### src/hdl/direct_bank_map.svh
`ifndef DIRECT_BANK_MAP_SVH
`define DIRECT_BANK_MAP_SVH
// Memory regions
`define MEM_IO_FIRST 16'h0000
`define MEM_IO_LAST 16'h007f
`define MEM_EXT_IO_FIRST 16'h0f80
`define MEM_EXT_IO_LAST 16'h0fff
`define MEM_RAM_FIRST 16'h0080
`define MEM_DIRECT_RAM_FIRST 16'h0090
`define MEM_RAM_LAST_LARGE 16'h047f
`define MEM_RAM_LAST_SMALL 16'h028f
`define MEM_GPR_FIRST 16'h0100
`define MEM_GPR_LAST 16'h01ff
`define MEM_FLASH_FIRST 16'hc000
`define MEM_NV_DATA_FIRST 16'hffbb
`define MEM_NV_DATA_LAST 16'hffbf
`define MEM_VECTOR_FIRST 16'hffc0
`define MEM_VECTOR_LAST 16'hffff
// Direct operand windows
`define DIR_FIXED_LAST 8'h7f
`define DIR_HOLE_LAST 8'h8f
`define BANK_PTR_RESET 3'h0
// Register offsets
`define REG_SYS_CONFIG 4'h0
`define REG_BANK_PTR 4'h1
`define REG_STATUS 4'h2
// System configuration fields and reset value
`define CFG_RESET_OUT_EN 0
`define CFG_PIN_FUNC_SEL 1
`define CFG_GPIO_DATA 2
`define CFG_GPIO_OUT_EN 3
`define CFG_RESET 8'h03
// Oscillation stabilization wait
`define STAB_WAIT_NS 40960
`define CLK_PERIOD_NS 10
`define STAB_CYCLES (`STAB_WAIT_NS / `CLK_PERIOD_NS)
`endif

### src/hdl/direct_bank_pkg.sv
package direct_bank_pkg;
	typedef struct packed {
		logic io;
		logic ext_io;
		logic ram;
		logic gpr;
		logic flash;
		logic nv_data;
		logic vector;
		logic unmapped;
	} region_s;
	typedef struct packed {
		logic valid;
		logic direct;
		logic [15:0] addr;
	} cpu_req_s;
	typedef enum logic {
		STAB_WAITING,
		STAB_RUNNING
	} stab_state_e;
endpackage

### src/hdl/direct_bank_address_mapper.sv
// The placing of the registers and strobed register access were decided locally.
`timescale 1ns/1ps
`include "direct_bank_map.svh"
// Notes on behaviour
// RQ1 - One 64 Kbyte space split into I/O, extended I/O, data, program.
// RQ2 - 0x0000-0x007F is I/O, reachable normally and by direct operands.
// RQ3 - 0x0F80-0x0FFF is extended I/O, reachable by normal access only.
// RQ4 - RAM fills data area; 0x0090-0x00FF reachable by direct operands.
// RQ5 - Banked direct reach ends at 0x047F large, 0x028F small RAM.
// RQ6 - 0x0100-0x01FF is general register area and still plain RAM.
// RQ7 - 0xFFC0-0xFFFF is the vector table area of flash.
// RQ8 - 0xFFBB-0xFFBF holds the stored non-volatile register data.
// RQ9 - Direct operands 0x00-0x7F map unchanged whatever the bank pointer.
// RQ10 - Bank pointer resets to 0; then operands 0x90-0xFF map unchanged.
// RQ11 - Pointer 1..7 maps operands 0x80-0xFF to 128-byte windows from 0x100.
// RQ12 - Window parts beyond implemented RAM are flagged invalid.
// RQ13 - After power-on the shared pin is reset input and reset output.
// RQ14 - Reset output enable bit gates driving internal reset onto the pin.
// RQ15 - Pin function select bit picks reset input or general purpose I/O.
// RQ16 - In debug mode the debug pin is the debug tool link.
// RQ17 - Debug tool keeps debug pin released until reset output releases.
// RQ18 - Stabilization wait follows power-on and wake, even on external clock.
// RQ19 - Pointer 0 with operands 0x80-0x8F is unmapped, without side effect.
module direct_bank_address_mapper #(
	parameter logic [15:0] RAM_LAST = `MEM_RAM_LAST_LARGE,
	parameter int STAB_CYCLES = `STAB_CYCLES
) (
	// Clock and reset
	input wire logic clock_in,
	input wire logic rst_in,
	// Register port
	input wire logic [3:0] reg_addr_in,
	input wire logic [7:0] reg_wdata_in,
	input wire logic reg_write_in,
	input wire logic reg_read_in,
	output logic [7:0] reg_rdata_out,
	// CPU access
	input direct_bank_pkg::cpu_req_s cpu_req_in,
	output logic [15:0] phys_addr_out,
	output direct_bank_pkg::region_s region_out,
	output logic map_valid_out,
	// Reset sources and shared reset pin
	input wire logic sys_reset_req_in,
	input wire logic port_f_bit2_pin_in,
	output logic port_f_bit2_pin_out,
	output logic port_f_bit2_pin_oe_out,
	output logic ext_reset_req_out,
	output logic gpio_in_out,
	// Debug link
	input wire logic debug_mode_in,
	input wire logic debug_tx_low_in,
	input wire logic debug_comm_pin_in,
	output logic debug_comm_pin_out,
	output logic debug_comm_pin_oe_out,
	output logic debug_rx_out,
	// Clock stabilization
	input wire logic wake_in,
	output logic clock_stable_out
);
	import direct_bank_pkg::*;

	logic [7:0] system_config_register_r;
	logic [2:0] direct_bank_pointer_r;
	logic [7:0] reg_rdata_r;
	logic [15:0] phys_addr_r;
	region_s region_r;
	logic map_valid_r;
	stab_state_e stab_state_r;
	stab_state_e stab_state_nxt;
	logic [31:0] stab_count_r;
	logic [31:0] stab_count_nxt;

	// Register decode
	wire sel_cfg = reg_addr_in == `REG_SYS_CONFIG;
	wire sel_bank = reg_addr_in == `REG_BANK_PTR;
	wire sel_status = reg_addr_in == `REG_STATUS;
	wire [7:0] status_word = {5'h00, debug_comm_pin_in,
		port_f_bit2_pin_in, clock_stable_out};
	logic [7:0] rd_word;
	always_comb begin
		if (sel_cfg) begin
			rd_word = system_config_register_r;
		end else if (sel_bank) begin
			rd_word = {5'h00, direct_bank_pointer_r};
		end else if (sel_status) begin
			rd_word = status_word;
		end else begin
			rd_word = 8'h00;
		end
	end

	always_ff @(posedge clock_in or posedge rst_in) begin
		if (rst_in) begin
			system_config_register_r <= `CFG_RESET; // see RQ13
			direct_bank_pointer_r <= `BANK_PTR_RESET; // see RQ10
			reg_rdata_r <= 8'h00;
		end else begin
			if (reg_write_in && sel_cfg) begin
				system_config_register_r <= {4'h0, reg_wdata_in[3:0]};
			end
			if (reg_write_in && sel_bank) begin
				direct_bank_pointer_r <= reg_wdata_in[2:0];
			end
			if (reg_read_in) begin
				reg_rdata_r <= rd_word;
			end
		end
	end
	assign reg_rdata_out = reg_rdata_r;

	// Direct operand translation
	wire [7:0] operand = cpu_req_in.addr[7:0];
	wire op_fixed = operand <= `DIR_FIXED_LAST; // see RQ9
	wire bank_zero = direct_bank_pointer_r == 3'h0;
	wire op_hole = bank_zero && !op_fixed &&
		operand <= `DIR_HOLE_LAST; // see RQ19
	// Pointer n lands operand 0x80 at (n+1)*0x80, so the sum is the address
	wire [15:0] banked = {6'h00, direct_bank_pointer_r, 7'h00} +
		{8'h00, operand}; // see RQ11
	wire [15:0] direct_phys = (op_fixed || bank_zero) ?
		{8'h00, operand} : banked; // see RQ10
	wire [15:0] phys = cpu_req_in.direct ? direct_phys : cpu_req_in.addr;

	// Region decode over the whole 64 Kbyte space
	wire in_io = phys <= `MEM_IO_LAST; // see RQ2
	wire in_ext = phys >= `MEM_EXT_IO_FIRST &&
		phys <= `MEM_EXT_IO_LAST; // see RQ3
	wire in_ram = phys >= `MEM_RAM_FIRST &&
		phys <= RAM_LAST; // see RQ4 RQ5
	wire in_gpr = phys >= `MEM_GPR_FIRST &&
		phys <= `MEM_GPR_LAST; // see RQ6
	wire in_nv_data = phys >= `MEM_NV_DATA_FIRST &&
		phys <= `MEM_NV_DATA_LAST; // see RQ8
	wire in_vec = phys >= `MEM_VECTOR_FIRST; // see RQ7
	wire in_prog = phys >= `MEM_FLASH_FIRST; // see RQ1
	// Banked windows past the last RAM byte are refused
	wire dir_bad = cpu_req_in.direct && (op_hole ||
		(!op_fixed && !in_ram)); // see RQ12
	wire any_hit = in_io || in_ext || in_ram || in_prog;
	wire unmapped = dir_bad || !any_hit;
	region_s region;
	assign region = '{
		io: in_io && !dir_bad,
		ext_io: in_ext && !cpu_req_in.direct,
		ram: in_ram && !dir_bad,
		gpr: in_gpr && !dir_bad, // see RQ6
		flash: in_prog && !cpu_req_in.direct,
		nv_data: in_nv_data && !cpu_req_in.direct,
		vector: in_vec && !cpu_req_in.direct,
		unmapped: unmapped
	};

	// Unmapped answers carry no select so nothing is touched
	always_ff @(posedge clock_in or posedge rst_in) begin
		if (rst_in) begin
			phys_addr_r <= 16'h0000;
			region_r <= '0;
			map_valid_r <= 1'b0;
		end else begin
			map_valid_r <= cpu_req_in.valid;
			if (cpu_req_in.valid) begin
				phys_addr_r <= phys;
				region_r <= region; // see RQ19
			end
		end
	end
	assign phys_addr_out = phys_addr_r;
	assign region_out = region_r;
	assign map_valid_out = map_valid_r;

	// Shared reset pin, open drain in reset mode
	wire pin_reset_mode = system_config_register_r[`CFG_PIN_FUNC_SEL];
	wire int_reset = rst_in || sys_reset_req_in;
	wire drive_reset = pin_reset_mode && int_reset &&
		system_config_register_r[`CFG_RESET_OUT_EN]; // see RQ14
	wire drive_gpio = !pin_reset_mode &&
		system_config_register_r[`CFG_GPIO_OUT_EN]; // see RQ15
	assign port_f_bit2_pin_oe_out = drive_reset || drive_gpio;
	assign port_f_bit2_pin_out = drive_gpio &&
		system_config_register_r[`CFG_GPIO_DATA];
	assign ext_reset_req_out = pin_reset_mode &&
		!port_f_bit2_pin_in; // see RQ13
	assign gpio_in_out = port_f_bit2_pin_in;

	// Debug link only active in debug mode; the tool is trusted to
	// leave the line high until the reset output releases
	assign debug_comm_pin_oe_out = debug_mode_in &&
		debug_tx_low_in; // see RQ16
	assign debug_comm_pin_out = 1'b0;
	assign debug_rx_out = debug_mode_in ?
		debug_comm_pin_in : 1'b1; // see RQ16 RQ17

	// Stabilization wait is kept even with an external clock,
	// trading start-up time for one uniform path
	always_comb begin
		stab_state_nxt = stab_state_r;
		stab_count_nxt = stab_count_r;
		case (stab_state_r)
			STAB_WAITING: begin
				if (stab_count_r >= STAB_CYCLES - 1) begin
					stab_state_nxt = STAB_RUNNING;
					stab_count_nxt = 32'h0;
				end else begin
					stab_count_nxt = stab_count_r + 32'h1;
				end
			end
			STAB_RUNNING: begin
				stab_count_nxt = 32'h0;
			end
			default: begin
				stab_state_nxt = STAB_WAITING;
			end
		endcase
		if (wake_in) begin
			stab_state_nxt = STAB_WAITING; // see RQ18
			stab_count_nxt = 32'h0;
		end
	end

	always_ff @(posedge clock_in or posedge rst_in) begin
		if (rst_in) begin
			stab_state_r <= STAB_WAITING; // see RQ18
			stab_count_r <= 32'h0;
		end else begin
			stab_state_r <= stab_state_nxt;
			stab_count_r <= stab_count_nxt;
		end
	end
	assign clock_stable_out = stab_state_r == STAB_RUNNING;
endmodule // direct_bank_address_mapper

### config.mk
export PLATFORM = sky130hd
export DESIGN_NAME = direct_bank_address_mapper
export DESIGN_NICKNAME = d
export VERILOG_FILES = /design/src/hdl/direct_bank_pkg.sv /design/src/hdl/direct_bank_address_mapper.sv
export VERILOG_INCLUDE_DIRS = /design/src /design/src/hdl
export SDC_FILE = /design/constraint.sdc
export NUM_CORES = 1
export LEC_CHECK = 0
export CORE_ASPECT_RATIO = 0.5
export CORE_MARGIN = 8
export CORE_UTILIZATION = 40
export DETAILED_ROUTE_END_ITERATION = 12
export DONT_BUFFER_PORTS = 1
export PLACE_DENSITY = 0.53
export SETUP_SLACK_MARGIN = 0.4
export SLEW_MARGIN = 10
export SYNTH_ARGS = -nofsm -noshare
export SYNTH_HDL_FRONTEND = slang
export SYNTH_SLANG_ARGS = --single-unit
### constraint.sdc
create_clock -name clock_in -period 3.95 [get_ports clock_in]
set_input_delay 0.1975 -clock clock_in [delete_from_list [all_inputs] [get_ports clock_in]]
set_output_delay 0.1975 -clock clock_in [all_outputs]
set_load 0.05 [all_outputs]
* Word-level counts from Yosys, hierarchy flattened
Cells that the tools add are included.
** Word-level totals
- Flip-flop bits (word level) :: 73
- Input port bits :: 40
- Output and inout bits :: 41
- Word-level logic and storage cells :: 86
** Operators by class
- Add/sub/neg operators :: 2
- $lt $le $gt $ge :: 14
- Eq/ne operators :: 2
- Muxes and demuxes :: 12
- Bitwise operators :: 1
- Reduce and logical (&&, ||, !) cells :: 40
** Operators with widths (count)
- two-way mux 32 bit :: 2
- one-hot mux 32 bit (2 select lines) :: 1
- greater-or-equal comparator 16 bit (second input constant) :: 3
- adder 32 x 1 -> 32 bit (second input constant) :: 1
- greater-or-equal comparator 32 x 12 -> 1 bit (second input constant) :: 1
- logical AND 1 bit :: 23
- greater-or-equal comparator 16 x 12 -> 1 bit (second input constant) :: 1
- greater-or-equal comparator 16 x 8 -> 1 bit (second input constant) :: 1
- greater-or-equal comparator 16 x 9 -> 1 bit (second input constant) :: 1
- <= comparator 16 x 11 -> 1 bit (second input constant) :: 1
- <= comparator 16 x 12 -> 1 bit (second input constant) :: 1
- <= comparator 16 bit (second input constant) :: 1
- <= comparator 16 x 7 -> 1 bit (second input constant) :: 1
- <= comparator 16 x 9 -> 1 bit (second input constant) :: 1
- two-way mux 16 bit :: 1
- adder 10 x 8 -> 11 bit :: 1
- two-way mux 11 bit :: 1
- <= comparator 8 x 7 -> 1 bit (second input constant) :: 1
- <= comparator 8 bit (second input constant) :: 1
- logical OR 1 bit :: 8
- two-way mux 8 bit :: 1
- logical NOT 1 bit :: 7
- two-way mux 3 bit :: 2
- == test 4 x 1 -> 1 bit (second input constant) :: 1
- other kinds (5) :: 8

* Logic depth before layout (Yosys ltp)
Gate-level depths: netlist of the first run.
- Depth after elaboration :: 12
- Gate-level depth with buffers :: 7
- Gate-level depth less buffers :: 7

* Worst setup path after synthesis of the first run
OpenSTA, ideal clock, no wires.
- Path type :: reg-to-output
- From :: register system_config_register_r[1]
- To :: output port_f_bit2_pin_out
- Arrival :: 1533 ps
- Data required time :: 3753 ps
- Slack :: 2219 ps
- Cell stages (with the launch flop) :: 2
- Buffers on the path :: 0
- Cells stage by stage :: dfstp_2 nor3b_1
** On the way
- Cells in the longest elaborated chain, start to end :: 3
** Ends and longest elaborated chain
- start, declared :: RTL line direct_bank_address_mapper.sv:62 : logic [7:0] system_config_register_r;
- start signal, assigned :: RTL line direct_bank_address_mapper.sv:94 : system_config_register_r <= `CFG_RESET;
- start signal, assigned :: RTL line direct_bank_address_mapper.sv:99 : system_config_register_r <= {4'h0, reg_wdata_in[3:0]};
- logical NOT 1 bit :: RTL line direct_bank_address_mapper.sv:176 : wire drive_gpio = !pin_reset_mode &&
- logical AND 1 bit :: RTL line direct_bank_address_mapper.sv:176
- logical AND 1 bit :: RTL line direct_bank_address_mapper.sv:179 : assign port_f_bit2_pin_out = drive_gpio &&
- end, declared :: RTL line direct_bank_address_mapper.sv:45 : output logic port_f_bit2_pin_out,
Every way passes these cells.

* Final worst setup path of the first run
- From :: register stab_state_r, in the netlist clock_stable_out
- To :: register stab_count_r[4]
** On the way
- Cells in the longest elaborated chain, start to end :: 3
** Ends and longest elaborated chain
- start, declared :: RTL line direct_bank_address_mapper.sv:68 : stab_state_e stab_state_r;
- start signal, assigned :: RTL line direct_bank_address_mapper.sv:225 : stab_state_r <= stab_state_nxt;
- NOT 1 bit
- one-hot mux 32 bit (2 select lines) * :: RTL line direct_bank_address_mapper.sv:198 : case (stab_state_r)
- two-way mux 32 bit * :: RTL line direct_bank_address_mapper.sv:214 : if (wake_in) begin
- named net stab_count_nxt[4] :: RTL line direct_bank_address_mapper.sv:71 : logic [31:0] stab_count_nxt;
- end signal, assigned :: RTL line direct_bank_address_mapper.sv:226 : stab_count_r <= stab_count_nxt;
- end, declared :: RTL line direct_bank_address_mapper.sv:70 : logic [31:0] stab_count_r;
Mark *: on every way through the listed nets, which the timed path passes. The rest lies on a longest branch.
A chain may end at the register's enable or synchronous reset.

==> results.toml, run 1 <==
[setup_path]
crit_path_cell_trace = "nor4_1, nand4_1, or3_4, nand2b_1, nor2_1"
critical-path-max-stage-delay_ns = 0.59
startpoint_type_of_the_worst_setup_path = "flop"
timing.critical_path.buf_inv = 0
critPathKind = "flop to flop"
timing.critical_path.max_delay_family = "simple AND/OR/NAND/NOR gates"
critical_path_required_ns = 4.21
critPathCaptureType = "flop"
cp_slowest_cell = "sky130_fd_sc_hd__dfrtp_1"
arrival_ns = 2.29
cp_max_fo = 10

[synth]
synthesis.area_um2 = 2940
synth_mux_area_frac = 0.0715
postSynthRegisterBits = 69
synth_unique_cells = 45
async_reset_ff_frac = 1.00
synth-compound-area-share = 0.0847
post_synth_fa_ha_maj_area_fraction = 0.0128
synth_top_family_by_area = "simple AND/OR/NAND/NOR gates"
synthesis.instances = 255
synth_area_in_simple_gates = 0.164
yosysSeqAreaShare = 0.588
synthXorXnorAreaFrac = 0.0298
synth-edff-count = 0
ys_warn_count = 0
syn_avg_cell_area_um2 = 11.5
ys_dominant_reg_cell = "sky130_fd_sc_hd__dfrtp_1"

[clock_tree]
cts_root_buf = "sky130_fd_sc_hd__clkbuf_16"
numCtsBuffers = 9
cts_tree = "built"
max_root_sink_buffers = 2
clk_latency_ns = 0.33
cts.repair_timing.setup_buffer_count = 0
h-tree-depth = 3
cts.clk_slew.worst_paths_ns = 0.05
clock_sinks = 69

[timing]
final.period_utilization = 0.516
tightestPinTransition_ns = 0.961
hold-worst-slack_ns = 0.0157
skew_ns = 0.00441
summed_negative_setup_slack_over_all_endpoints_ns = 0
relSlewSlack = 0.355
maxSlewViolCount = 0
hold_viol_final = 0
post-route-min-period_ns = 2.04
max_clock_freq_mhz = 490
grt_setup_unrepaired = "false"
finalSetupViolations = 0

[detailed_routing]
avgRoutedWirePerCell_um = 16.4
final_antenna_net_count = 0
finalWirelength_um = 6400
drt_first_pass_iters = 4
drt-vias-per-instance = 5.05
iter_0_drt_violations = 103
drc = 0
via_count = 1963

[die]
die_y_um = 76.6
die_width_um = 137
initial_utilization = 0.408
fp-row-count = 22
die_area_um2 = 10500
floorplan.core_area_um2 = 7210
design.portCount = 81

[power_and_ir_drop]
power_mw = 1.98
total_leakage_power_nw = 1.52
power_per_cell_area_nw_per_um2 = 562
peakVddDrop_v = 0.000214

[global_route]
grt_start_max_net_pins = 41
first_global_vias = 2081
grt_pass1_wl_um = 10400
grt_overflow_total = 0
groute.usage.overall = 0.129
antenna_violations_before_repair = 0

[place]
dp.cells = 364
gp_congestion = 0.713
buffer_ports.inserted = 0
dpl_cell_area_um2 = 3080
dp_hpwl_um = 4500

[outcome]
run_status = "finished, final reports clean"

[final_layout]
drive_gt1_frac = 0.137
area_delta_synth_final_pct = 19.8
fin_nets = 331
final_cells = 389
layout.cell_area.non_filler_um2 = 3520
antennaDiodeCount = 0

[worst_hold_path]
min_path_type = "input port to flop"

[job]
maxCapViolations = 0
==> layout make-up <==
class	instances	area [um2]
fill	660	3690
sequential	69	1730
multi-input combinational	182	1170
clock buffer	10	239
tap	96	120
clock inverter	6	110
timing repair buffer	10	97.6
inverter	16	60.1
==> cells in the final DEF (no fill, tap or decap), types with 3 or more instances in the layout <==
| cell | synthesis | layout |
|---|---|---|
| sky130_fd_sc_hd__a21oi_1 | 9 | 9 |
| sky130_fd_sc_hd__a22o_1 | 3 | 3 |
| sky130_fd_sc_hd__and2_1 | 3 | 3 |
| sky130_fd_sc_hd__and3_1 | 3 | 3 |
| sky130_fd_sc_hd__bufinv_16 | 0 | 3 |
| sky130_fd_sc_hd__clkbuf_16 | 0 | 9 |
| sky130_fd_sc_hd__conb_1 | 1 | 25 |
| sky130_fd_sc_hd__dfrtp_1 | 67 | 67 |
| sky130_fd_sc_hd__dlygate4sd3_1 | 0 | 9 |
| sky130_fd_sc_hd__ha_1 | 3 | 3 |
| sky130_fd_sc_hd__inv_1 | 15 | 14 |
| sky130_fd_sc_hd__mux2_2 | 16 | 16 |
| sky130_fd_sc_hd__mux2i_1 | 3 | 3 |
| sky130_fd_sc_hd__nand2_1 | 11 | 11 |
| sky130_fd_sc_hd__nand2b_1 | 4 | 4 |
| sky130_fd_sc_hd__nand3_1 | 6 | 6 |
| sky130_fd_sc_hd__nand4_1 | 7 | 7 |
| sky130_fd_sc_hd__nand4b_1 | 4 | 4 |
| sky130_fd_sc_hd__nor2_1 | 27 | 27 |
| sky130_fd_sc_hd__nor2b_1 | 5 | 5 |
| sky130_fd_sc_hd__nor3_1 | 3 | 3 |
| sky130_fd_sc_hd__nor4_1 | 5 | 5 |
| sky130_fd_sc_hd__o21ai_0 | 6 | 5 |
| sky130_fd_sc_hd__o22ai_1 | 3 | 3 |
| sky130_fd_sc_hd__o2bb2ai_1 | 4 | 4 |
| sky130_fd_sc_hd__xnor2_1 | 4 | 4 |
| sky130_fd_sc_hd__xor2_1 | 6 | 6 |
==> repair_timing <==
action                                 4_1_cts  5_1_grt
gates resized for setup                      0        0
endpoints found under the hold margin       46        0
hold buffers                                 9        0
setup endpoints to repair                    0        0
==> worst register-to-register path, delay by kind of cell, from the launching register on <==
kind / cells / cell delay [ns]
flip-flops: 1 / 0.59
AND/OR/NAND/NOR: 5 / 1.38
==> synthesized netlist by cell type (all sizes together), types with 4 or more instances <==
cell type | instances | area (um2)
nor2 | 27 | 101
nor2b | 5 | 31.3
nand4b | 4 | 35.0
buf | 8 | 63.8
o21ai | 6 | 30.0
nand4 | 7 | 43.8
mux2 | 16 | 180
nand2 | 11 | 41.3
dfrtp | 67 | 1680
xor2 | 6 | 52.6
xnor2 | 4 | 35.0
clkbuf | 4 | 15.0
inv | 15 | 56.3
a21oi | 9 | 45.0
nand2b | 4 | 25.0
o2bb2ai | 4 | 35.0
nor4 | 5 | 31.3
nand3 | 6 | 30.0
==> sequential cells by signal, indices dropped and copies added, names as in the netlist <==
signal / cells
stab_count_r: 32
phys_addr_out: 16
region_out: 8
reg_rdata_out: 4
system_config_register_r: 4
direct_bank_pointer_r: 3
clock_stable_out: 1
map_valid_out: 1
==> cells by family after synthesis <==
logic type | after synthesis
mux | 19
simple gates | 89
compound gates | 36
flops | 69
buf+inv | 28
other cells | 1
fa+ha+maj | 3
xor+xnor | 10
==> final timing paths <==
path	from	end	slack, ns	cells after the start
worst min register to register	stab_count_r[0]	stab_count_r[0]	0.50	1
worst max-delay path	clock_stable_out	stab_count_r[4]	1.91	5
worst max register to register	clock_stable_out	stab_count_r[4]	1.91	5
max in group asynchronous	rst_in	system_config_register_r[1]	2.60	3
worst min-delay path	cpu_req_in[6]	phys_addr_out[6]	0.02	2
min in group asynchronous	rst_in	stab_count_r[23]	0.40	2
==> layer usage <==
layer / part of all wire / GRT usage / wire length (um) / vias to the layer above
met4: 0.017 / 0.0517 / 109 / 0
met3: 0.079 / 0.0566 / 507 / 10
met5: 0 / 0 / 0 / -
met1: 0.39 / 0.137 / 2520 / 973
li1: - / - / - / 931
met2: 0.51 / 0.218 / 3260 / 49
==> where the power goes <==
group	switching [mW]	total, mW	leakage, nW	internal (mW)
registers	0.123	0.883	0.864	0.760
clock network	0.289	0.920	0.165	0.632
logic	0.105	0.175	0.491	0.0698
total	0.518	1.98	1.52	1.46
==> metrics by stage <==
stage,worst slack [ns],utilization
2_1_floorplan,2.02,-
3_3_place_gp,1.94,0.427
3_5_place_dp,1.88,0.427
4_1_cts,1.87,0.488
5_1_grt,1.68,0.488
6_report,1.91,0.488
Note: power is estimated with default switching activity, not from simulation.
==> inputs of run 2 (changes only) <==
clock period = 2.15 ns   (was 3.95 ns; I/O delays follow)
==> results.toml, run 2 (synthesis results as in run 1) <==
[outcome]
run_status = "finished, final reports clean"

[clock_tree]
cts_root_buf = "sky130_fd_sc_hd__clkbuf_16"
cts_tree = "built"
numCtsBuffers = 9
clock_sinks = 69
max_root_sink_buffers = 2
h-tree-depth = 3
cts.clk_slew.worst_paths_ns = 0.06
clk_latency_ns = 0.33

[setup_path]
reg2reg_depth = 7
critPathCaptureType = "flop"
worstSetupStartpoint = "direct_bank_pointer_r[0]"
crit_path_cell_trace = "ha_2, ha_4, nor3b_2, o2bb2ai_1, and3_1, a221oi_2, o41ai_1"
critical-path-max-stage-delay_ns = 0.40
arrival_ns = 1.93
critical_path_required_ns = 2.35
crit-reg2reg-launch = "direct_bank_pointer_r[0]"
cp_slowest_cell = "sky130_fd_sc_hd__dfrtp_1"
critPathKind = "flop to flop"
startpoint_type_of_the_worst_setup_path = "flop"
setup_slack_of_the_most_critical_reg_to_reg_path_ns = 0.42
cp_max_fo = 3
reg2reg_to = "region_out[0]"

[die]
die_area_um2 = 10500
die_width_um = 137
fp-row-count = 22
floorplan.core_area_um2 = 7210
design.portCount = 81
die_y_um = 76.6
initial_utilization = 0.408

[timing]
summed_negative_setup_slack_over_all_endpoints_ns = 0
setup_slack_ns = 0.422
skew_ns = 0.00301
finalSetupViolations = 0
tightestPinTransition_ns = 0.960
relSlewSlack = 0.356
maxSlewViolCount = 0
max_clock_freq_mhz = 579
post-route-min-period_ns = 1.73
hold_viol_final = 0
hold-worst-slack_ns = 0.0132
grt_setup_unrepaired = "true"
final.period_utilization = 0.804

[final_layout]
antennaDiodeCount = 0
area_delta_synth_final_pct = 30.7
final_common_cell = "sky130_fd_sc_hd__dfrtp_1"
layout.filler_cells = 632
drive_gt1_frac = 0.174
utilization = 0.533
layout_common_cells = "67 x sky130_fd_sc_hd__dfrtp_1, 30 x sky130_fd_sc_hd__dlygate4sd3_1, 27 x sky130_fd_sc_hd__nor2_1"
largest_register = "stab_count_r"
layout.area.seq_um2 = 1730
layout.cell_area.non_filler_um2 = 3840
final_cells = 417
largest_register_ffs = 32
fin_nets = 359
multi_input_comb_area_um2 = 1240

[global_route]
grt_overflow_total = 0
groute.usage.overall = 0.131
first_global_vias = 2179
grt_start_max_net_pins = 36
antenna_violations_before_repair = 0
grt_pass1_wl_um = 10900

[detailed_routing]
via_count = 2074
final_antenna_net_count = 0
drc = 0
iter_0_drt_violations = 69
drt_first_pass_iters = 4
avgRoutedWirePerCell_um = 15.8
finalWirelength_um = 6570
drt-vias-per-instance = 4.97

[worst_hold_path]
hold_start = "cpu_req_in[5]"
min_path_type = "input port to flop"
min_delay_worst_endpoint = "region_out[2]"
hold_path_depth = 2

[place]
gp_congestion = 0.716
post_placement_worst_setup_slack_ns = 0.265
dpl_cell_area_um2 = 3120
dp.cells = 368
buffer_ports.inserted = 0
dp_hpwl_um = 4530

[job]
maxCapViolations = 0

[power_and_ir_drop]
power_mw = 3.70
total_leakage_power_nw = 1.67
power_per_cell_area_nw_per_um2 = 964
peakVddDrop_v = 0.000444
## run 2: cell types whose count changed in the layout (fill, tap and decap cells not counted), moves of 2 or more
cell	before	now
sky130_fd_sc_hd__ha_1	3	0
sky130_fd_sc_hd__buf_4	1	7
sky130_fd_sc_hd__ha_2	0	2
sky130_fd_sc_hd__nand2b_4	0	2
sky130_fd_sc_hd__dlygate4sd3_1	9	30
## run 2: worst max-delay path: cells and delay by family (launching register included)
| kind | cells | cell delay [ns] |
|---|---|---|
| AOI/OAI and AO/OA | 3 | 0.48 |
| and+or+nand+nor | 2 | 0.24 |
| adders and majority gates | 2 | 0.48 |
| DFF | 1 | 0.40 |
## run 2: power by group
group,switching [mW],internal [mW]
registers,0.227,1.40
clock network,0.542,1.13
logic,0.217,0.190
total,0.986,2.72
## run 2: what timing repair did
action,in CTS,in global routing
pin swaps,4,5
gates resized for setup,6,7
hold buffers,30,0
setup buffers,1,1
gates cloned,0,1
hold endpoints to repair,72,0
endpoints found under the setup margin,13,14
## run 2: metal layers
metal / GRT usage / vias to the layer above / part of all wire
met2: 0.224 / 44 / 0.52
met1: 0.144 / 1027 / 0.40
li1: - / 991 / -
met4: 0.0506 / 0 / 0.017
met5: 0 / - / 0
met3: 0.0513 / 12 / 0.068
## run 2: layout make-up
cell class | count | share of cell area
multi-input combinational | 183 | 0.322
timing repair buffer | 37 | 0.0918
sequential | 69 | 0.450
clock inverter | 6 | 0.0290
clock buffer | 10 | 0.0596
inverter | 16 | 0.0166
tap | 96 | 0.0313
## run 2: how the worst max path moves through the flow
stage,endpoint,slack [ns],cells after the start
finish,region_out[0],0.42,7
global route,region_out[0],0.34,7
CTS,region_out[0],0.40,7
detailed placement,stab_count_r[8],0.26,5
global placement,stab_count_r[4],0.30,5
floorplan,stab_count_r[5],0.42,6
